`config.mk`:
```
export PLATFORM = sky130hd
export DESIGN_NAME = dcs_exec
export DESIGN_NICKNAME = d
export VERILOG_FILES = /design/src/dcs_pkg.sv /design/src/dcs_regfile.sv /design/src/dcs_exec.sv
export SDC_FILE = /design/constraint.sdc
export NUM_CORES = 2
export LEC_CHECK = 0
export BUFFER_PORTS_ARGS = -buffer_cell sky130_fd_sc_hd__buf_2
export CORE_AREA = 5 5 230 400
export CTS_CLUSTER_DIAMETER = 200
export DETAILED_ROUTE_END_ITERATION = 6
export DIE_AREA = 0 0 235 405
export HOLD_SLACK_MARGIN = 0.12
export PLACE_DENSITY = 0.82
export SKIP_LAST_GASP = 1
export SLEW_MARGIN = 40
export SYNTH_ARGS = -nofsm -noshare
export SYNTH_HDL_FRONTEND = slang
export SYNTH_HIERARCHICAL = 1
export SYNTH_SLANG_ARGS = --single-unit
```
`constraint.sdc`:
```
create_clock -name clk -period 31.1 [get_ports clk]
set_input_delay 3.11 -clock clk [delete_from_list [all_inputs] [get_ports clk]]
set_output_delay 3.11 -clock clk [all_outputs]
set_load 0.05 [all_outputs]
```
`src/dcs_pkg.sv`:
```
// Package for the decrement / invert / decrement-skip execution block.
// Assumes a 14-bit instruction word and an 8-bit data path.
package dcs_pkg;
  localparam int INSN_W = 14;
  localparam int DATA_W = 8;
  localparam int ADDR_W = 7;
  localparam int RF_DEPTH = 128;
  localparam int OPC_HI = 13;
  localparam int OPC_LO = 8;
  localparam int DEST_BIT = 7;
  localparam logic [5:0] OPC_DEC = 6'h03;
  localparam logic [5:0] OPC_INV = 6'h09;
  localparam logic [5:0] OPC_DSZ = 6'h0B;
  localparam logic [13:0] NOP_WORD = 14'h0000;
  localparam logic [7:0] ACC_RESET = 8'h00;
  localparam logic [7:0] ONE = 8'h01;
  localparam logic [7:0] ZERO = 8'h00;
  localparam logic DEST_ACC = 1'b0;
  localparam logic DEST_REG = 1'b1;
  typedef enum logic {DCS_RUN, DCS_SQUASH} dcs_state_t;
endpackage : dcs_pkg

```
`src/dcs_regfile.sv`:
```
// Small data register file with registered read data, cleared by reset.
// Assumes a single clock; write and read in the same cycle return old data.
`timescale 1ns/1ps
module dcs_regfile #(
  parameter int DEPTH = 128,
  parameter int AW = 7,
  parameter int DW = 8
) (
  input wire logic clk,
  input wire logic reset,
  input wire logic we,
  input wire logic [AW-1:0] waddr,
  input wire logic [DW-1:0] wdata,
  input wire logic [AW-1:0] raddr,
  output logic [DW-1:0] rdata
);
  logic [DW-1:0] mem [DEPTH];

  // Cleared so that no operand is ever unknown after reset
  for (genvar i = 0; i < DEPTH; i++) begin : g_word
    always_ff @(posedge clk or posedge reset) begin
      if (reset) begin
        mem[i] <= {DW{1'b0}};
      end else if (we && (waddr == AW'(i))) begin
        mem[i] <= wdata;
      end
    end
  end

  always_ff @(posedge clk or posedge reset) begin
    if (reset) begin
      rdata <= {DW{1'b0}};
    end else begin
      rdata <= mem[raddr];
    end
  end
endmodule : dcs_regfile

```
`src/dcs_exec.sv`:
```
// Execution of decrement, invert and decrement-skip-if-zero instructions.
// Assumes the fetch stage presents one instruction per clock with fetch_valid,
// and that operand read address is presented one cycle ahead (rd_addr, taken from fetch_insn).
`timescale 1ns/1ps
// Summary of operation
// - Decrement-skip opcode decrements addressed register, status flags untouched.
// - Destination bit 0 writes accumulator, 1 writes the register back.
// - Decrement-skip asserts skip exactly when decremented result is zero.
// - On skip, already prefetched next instruction is discarded.
// - Discarded instruction becomes idle cycle; two cycles when skipping.
module dcs_exec (
  input wire logic clk,
  input wire logic reset,
  input wire logic [13:0] fetch_insn,
  input wire logic fetch_valid,
  output logic [7:0] acc_out,
  output logic zero_flag,
  output logic skip,
  output logic [13:0] exec_insn,
  output logic exec_valid
);
  // Execute-stage registers
  logic [13:0] insn_q;
  logic valid_q;
  dcs_pkg::dcs_state_t state_q, state_d;
  logic [7:0] acc_q, acc_d;
  logic z_q, z_d;

  // Bypass for a write that lands on the edge that also reads the next operand
  logic fwd_q;
  logic [7:0] fwd_data_q;
  logic [7:0] rf_rdata;

  // Decode of the word in execute, and operand address of the word in fetch
  wire [5:0] opcode = insn_q[dcs_pkg::OPC_HI:dcs_pkg::OPC_LO];
  wire dest = insn_q[dcs_pkg::DEST_BIT];
  wire [6:0] f_addr = insn_q[dcs_pkg::ADDR_W-1:0];
  wire [6:0] rd_addr = fetch_insn[dcs_pkg::ADDR_W-1:0];

  // A squashed slot never executes, whatever its valid bit says
  wire live = valid_q && (state_q == dcs_pkg::DCS_RUN);
  wire is_dec = live && (opcode == dcs_pkg::OPC_DEC);
  wire is_inv = live && (opcode == dcs_pkg::OPC_INV);
  wire is_dsz = live && (opcode == dcs_pkg::OPC_DSZ);
  wire any_op = is_dec || is_inv || is_dsz;

  // Operand: the bypassed value wins over stale read data
  wire [7:0] op_data = fwd_q ? fwd_data_q : rf_rdata;
  wire [7:0] dec_val = op_data - dcs_pkg::ONE;
  wire [7:0] inv_val = ~op_data;
  wire [7:0] result = is_inv ? inv_val : dec_val;
  wire res_zero = (result == dcs_pkg::ZERO);

  // Write-back select
  wire wr_en = any_op && (dest == dcs_pkg::DEST_REG);
  wire acc_en = any_op && (dest == dcs_pkg::DEST_ACC);
  wire zf_en = is_dec || is_inv;
  // Back-to-back ops on one register would otherwise read the old value
  wire fwd_hit = wr_en && (rd_addr == f_addr);

  assign skip = is_dsz && res_zero;

  // Operand read issued while the instruction sits in fetch
  dcs_regfile #(
    .DEPTH(dcs_pkg::RF_DEPTH),
    .AW(dcs_pkg::ADDR_W),
    .DW(dcs_pkg::DATA_W)
  ) u_dcs_regfile (
    .clk(clk),
    .reset(reset),
    .we(wr_en),
    .waddr(f_addr),
    .wdata(result),
    .raddr(rd_addr),
    .rdata(rf_rdata)
  );

  // Decrement-skip leaves the zero flag alone
  always_comb begin
    acc_d = acc_q;
    z_d = z_q;
    if (acc_en) begin
      acc_d = result;
    end
    if (zf_en) begin
      z_d = res_zero;
    end
  end

  // One idle slot after a skip, then back to normal issue
  always_comb begin
    state_d = dcs_pkg::DCS_RUN;
    case (state_q)
      dcs_pkg::DCS_RUN: begin
        if (skip) begin
          state_d = dcs_pkg::DCS_SQUASH;
        end
      end
      dcs_pkg::DCS_SQUASH: begin
        state_d = dcs_pkg::DCS_RUN;
      end
      default: begin
        state_d = dcs_pkg::DCS_RUN;
      end
    endcase
  end

  always_ff @(posedge clk or posedge reset) begin
    if (reset) begin
      insn_q <= dcs_pkg::NOP_WORD;
      valid_q <= 1'b0;
    end else begin
      insn_q <= fetch_insn;
      valid_q <= fetch_valid;
    end
  end

  always_ff @(posedge clk or posedge reset) begin
    if (reset) begin
      state_q <= dcs_pkg::DCS_RUN;
    end else begin
      state_q <= state_d;
    end
  end

  always_ff @(posedge clk or posedge reset) begin
    if (reset) begin
      acc_q <= dcs_pkg::ACC_RESET;
      z_q <= 1'b0;
    end else begin
      acc_q <= acc_d;
      z_q <= z_d;
    end
  end

  always_ff @(posedge clk or posedge reset) begin
    if (reset) begin
      fwd_q <= 1'b0;
      fwd_data_q <= dcs_pkg::ZERO;
    end else begin
      fwd_q <= fwd_hit;
      fwd_data_q <= result;
    end
  end

  // Squashed slot shows as a NOP, not the discarded word
  assign exec_insn = (state_q == dcs_pkg::DCS_SQUASH) ? dcs_pkg::NOP_WORD : insn_q;
  assign exec_valid = live;
  assign acc_out = acc_q;
  assign zero_flag = z_q;

  AST_SKIP_SQUASH: assert property (@(posedge clk) disable iff (reset)
    skip |=> (state_q == dcs_pkg::DCS_SQUASH) && !exec_valid)
    else $error("skip did not squash next slot");
  AST_SQUASH_ONE: assert property (@(posedge clk) disable iff (reset)
    (state_q == dcs_pkg::DCS_SQUASH) |=> (state_q == dcs_pkg::DCS_RUN))
    else $error("squash lasted more than one cycle");
  AST_SKIP_ZERO: assert property (@(posedge clk) disable iff (reset)
    is_dsz |-> (skip == (dec_val == dcs_pkg::ZERO)))
    else $error("skip disagrees with zero result");
  AST_DSZ_FLAGS: assert property (@(posedge clk) disable iff (reset)
    (is_dsz && !is_dec && !is_inv) |=> $stable(zero_flag))
    else $error("decrement-skip changed zero flag");
  AST_DSZ_ACC: assert property (@(posedge clk) disable iff (reset)
    (is_dsz && dest == dcs_pkg::DEST_ACC) |=> acc_out == $past(dec_val))
    else $error("decrement-skip wrong accumulator value");
  AST_DEST_REG: assert property (@(posedge clk) disable iff (reset)
    (any_op && dest == dcs_pkg::DEST_REG) |=> $stable(acc_out))
    else $error("register destination touched accumulator");
  AST_DEST_ACC: assert property (@(posedge clk) disable iff (reset)
    (any_op && dest == dcs_pkg::DEST_ACC) |-> !wr_en)
    else $error("accumulator destination wrote register");
  AST_ZFLAG: assert property (@(posedge clk) disable iff (reset)
    (is_dec || is_inv) |=> zero_flag == ($past(result) == dcs_pkg::ZERO))
    else $error("zero flag wrong after decrement or invert");
  AST_NOSKIP_ONE: assert property (@(posedge clk) disable iff (reset)
    (is_dec || is_inv) |=> state_q == dcs_pkg::DCS_RUN)
    else $error("single-cycle op caused a stall");

  AST_DEC_ACC: assert property (@(posedge clk) disable iff (reset)
    (is_dec && dest == dcs_pkg::DEST_ACC) |=> acc_out == $past(op_data) - dcs_pkg::ONE)
    else $error("decrement wrong accumulator value");

  AST_INV_ACC: assert property (@(posedge clk) disable iff (reset)
    (is_inv && dest == dcs_pkg::DEST_ACC) |=> acc_out == ~$past(op_data))
    else $error("invert wrong accumulator value");

  AST_DSZ_WRITE: assert property (@(posedge clk) disable iff (reset)
    (is_dsz && dest == dcs_pkg::DEST_REG) |-> wr_en && (result == dec_val))
    else $error("decrement-skip did not write register");

  AST_SKIP_ONLY_DSZ: assert property (@(posedge clk) disable iff (reset)
    skip |-> is_dsz)
    else $error("skip raised by another instruction");

  AST_SQUASH_NOP: assert property (@(posedge clk) disable iff (reset)
    (state_q == dcs_pkg::DCS_SQUASH) |-> (exec_insn == dcs_pkg::NOP_WORD) && !exec_valid)
    else $error("squashed slot not shown as idle");

  AST_SQUASH_IDLE: assert property (@(posedge clk) disable iff (reset)
    (state_q == dcs_pkg::DCS_SQUASH) |-> !wr_en && !skip)
    else $error("squashed instruction had an effect");

  AST_SQUASH_HOLD: assert property (@(posedge clk) disable iff (reset)
    (state_q == dcs_pkg::DCS_SQUASH) |=> $stable(acc_out) && $stable(zero_flag))
    else $error("squashed instruction changed state");

  AST_NOSKIP_RUN: assert property (@(posedge clk) disable iff (reset)
    (is_dsz && !res_zero) |=> state_q == dcs_pkg::DCS_RUN)
    else $error("non-zero decrement-skip stalled");

  AST_FWD_VALUE: assert property (@(posedge clk) disable iff (reset)
    fwd_hit |=> op_data == $past(result))
    else $error("operand missed the preceding write");
endmodule : dcs_exec

```
==> flow_summary_export.csv <==
group,metric,value,unit
clock_network,clock_path_buffers,3,
floorplan,die_w,235,um
placed_design,place.gp.congestion,0.8724,
sta,worst_pin_slew,995.1,ps
synth,synthCells,2926,
sta,skew,33.63,ps
hold_path,hold_path_end,"u_dcs_regfile/mem[29]$_DFFE_PP0P_",
floorplan,ioPinCount,42,
routing,via_per_inst,6.512,
floorplan,rows,145,
clock_network,cts_made_buffers,89,
clock_network,cts_tree,"done",
clock_network,cts_setup_buffers,0,
hold_path,hold_class,"flop to flop",
routing,met2WireLength,64.92,mm
power,p_clk_share,42.9,%
setup_path,required,27990,ps
layout,finalNetCount,2902,
placed_design,port_buffers,41,
routing,drtAntennaViolNets,0,
global_route,grt_max_degree,131,
power,finalPower,2711,uW
setup_path,worst-path-max-fanout,56,
power,internal_power,2095,uW
routing,drt_first_pass_iters,7,
routing,drt_iter0_drc,2242,
sta,rsz0062_at_grt,"false",
setup_path,reg2reg_slack,26590,ps
global_route,antenna_found_initial,1,
floorplan,initial_core_util,54.38,%
clock_network,htree_levels,3,
layout,fillers,6188,
hold_path,min_path_cells,1,
power,combPwrFrac,5.1,%
layout,drive_gt1_share,57.85,%
setup_path,r2r-end,"u_dcs_regfile/mem[765]$_DFFE_PP0P_",
clock_network,cts_sinks,1066,
sta,fin_tns_setup,0,ps
synth,synth_cell_type_count,41,
sta,setup_viol,0,
routing,top_layer,"met4",
routing,routedWlPerCell,29.74,um
layout,multi_input_area,20930,um^2
power,swShare,22.71,%
sta,fin_crit,7186,ps
setup_path,worstRegToRegCells,8,
synth,synth_fp_nets,2944,
clock_network,ctsHoldBuffers,0,
outcome,violations,"DRC",
global_route,grt_pass1_vias,30000,
layout,final_cell_count_no_fill,4131,
floorplan,core,88720,um^2
routing,wl_met1,42.14,mm
routing,num_vias,26900,
hold_path,hp-start,"u_dcs_regfile/mem[29]$_DFFE_PP0P_",
setup_path,arrival,4080,ps
power,p_sw,615.6,uW
outcome,status,"finished with violations",
placed_design,hpwlAfterDp,81.87,mm
setup_path,reg2reg_from,"state_q$_DFF_PP0_",
setup_path,endpoint_kind,"output port",
sta,max_slew_margin,33.42,%
power,p_per_area,51.17,nW/um^2
global_route,grt_pass1_wl,189.1,mm
setup_path,worstSetupStartpointType,"flop",
synth,yosys_most_used_dff,"dfrtp_1",
routing,drc,3,
sta,drv_slew,0,
power,p_seq_share,51.9,%
power,irDropWorstVdd,0.03482,mV
clock_network,clk_latency,700,ps
global_route,grt_usage,26.03,%
floorplan,dieArea,95180,um^2
setup_path,crit_type,"flop to output port",
floorplan,die_h,405,um
sta,holdWs,499.9,ps
sta,post-route-period-util,23.11,%
synth,yosysSeqAreaShare,55.29,%
layout,area_growth,9.803,%
power,p_leak,0.02532,uW
routing,met3_length,6.641,mm
synth,ys_async_sr_fraction,100.0,%
clock_network,clockRootBuffer,"clkbuf_16",
sta,final_hold_viol_count,0,
synth,netlist_area,48250,um^2
synth,synth_seq_cells,1066,
layout,final_util,59.71,%
job,drv_cap,0,
placed_design,placed_cells_incl_taps,3968,
synth,synth_edf_count,0,
global_route,gr-total-overflow,0,
synth,ys_warn_count,6,
clock_network,cts_resized,0,
sta,fmax,139.2,MHz
layout,seq_area,26680,um^2
synth,syn_avg_cell_area,16.49,um^2
clock_network,clk_pin_slew,70,ps
routing,routed_wirelength,122.9,mm
-- final cells by class --
type / count / area share (%)
clock inverters: 28 / 0.6802
diodes: 1 / 0.004724
well taps: 1176 / 2.778
flip-flops and latches: 1066 / 50.35
multi-input cells: 1636 / 39.50
repair buffers: 87 / 1.601
clock buffers: 133 / 5.047
inverters: 4 / 0.03543
-- cells by family after synthesis --
logic type | count (synthesis) | share of synthesized area [%]
AO/OA/AOI/OAI | 11 | 0.1504
XOR/XNOR | 13 | 0.2360
adder cells (fa/ha/maj) | 1 | 0.02593
buffers and inverters | 224 | 1.893
flip-flops | 1066 | 55.29
multiplexers | 1386 | 40.17
AND/OR/NAND/NOR | 225 | 2.238
-- metal layers --
metal | track usage, % | vias to the layer above
met5 | 0 | -
met4 | 16.46 | 0
met3 | 4.276 | 408
met2 | 45.71 | 1078
met1 | 29.70 | 14550
li1 | - | 10860
-- worst max-delay path, cell delays in order, from the launching register on --
cell and delay (ps):
dfrtp_1 890, nor4b_2 370, nor2_1 130, o21ai_1 280
xnor2_2 110, buf_4 320, or4_4 630, nor4_1 330
buf_2 340
-- how the worst max path moves through the flow --
| stage | from | end | slack (ps) | cells after the start |
|---|---|---|---|---|
| final | fwd_q$_DFF_PP0_ | skip | 23910 | 8 |
| after CTS | fwd_q$_DFF_PP0_ | skip | 23860 | 8 |
| after detailed placement | fetch_insn[0] | u_dcs_regfile/rdata[3]$_DFF_PP0_ | 23600 | 8 |
| after floorplan | reset | u_dcs_regfile/mem[0]$_DFFE_PP0P_ | 13760 | 1 |
| after global placement | fetch_insn[0] | u_dcs_regfile/rdata[1]$_DFF_PP0_ | 23470 | 7 |
| after global routing | fwd_q$_DFF_PP0_ | skip | 23680 | 8 |
-- state kept, by name (all words and copies together) (netlist names) --
register and cells:
acc_out 8, fwd_q 1, state_q 1, u_dcs_regfile/rdata 8
fwd_data_q 8, u_dcs_regfile/mem 1024, insn_q 14, valid_q 1
zero_flag 1
-- cell usage after synthesis, types with 3 or more instances --
cell type  instances  area share, %
nor3b_1            5          0.078
nor2_1           108           0.84
o21ai_0            5          0.052
buf_2             22           0.23
xnor2_1            8           0.15
mux2_2          1040             24
buf_1             15           0.12
or3b_2             3          0.054
buf_4              4          0.062
dfrtp_1         1066             55
nand2_1           55           0.43
mux2i_1           10           0.21
and2_1             4          0.052
inv_1              4          0.031
xor2_1             5          0.091
nor3_1             5          0.052
mux4_2           336             16
clkbuf_1         175            1.4
nand3_1            5          0.052
nor2b_1           18           0.23
buf_6              4          0.093
nor4_1             4          0.052
-- power groups by stage --
stage               registers (uW)  logic, uW  clock network [uW]
floorplan                     1440       92.6                   0
global placement              1430        133                   0
detailed placement            1430        141                   0
CTS                           1410        141                1180
global route                  1410        151                1230
finish                        1410        140                1160
-- through the flow --
stage                     cell area (um^2)  setup slack, ps
after detailed placement             49860            23600
final                                52980            23910
after global placement               49420            23470
after floorplan                      48250            13760
after CTS                            52890            23860
after global routing                 52970            23680
-- placed cells by master (no fill, tap or decap), drive strengths merged, types with 10 or more instances in the layout --
cell type | netlist | final
mux4 | 336 | 336
mux2i | 10 | 10
nand2 | 55 | 55
mux2 | 1040 | 1040
nor2b | 18 | 18
nor2 | 108 | 108
buf | 45 | 81
clkbuf | 175 | 139
dfrtp | 1066 | 1066
clkinv | 0 | 16
Power figures use the tool's default switching activity.
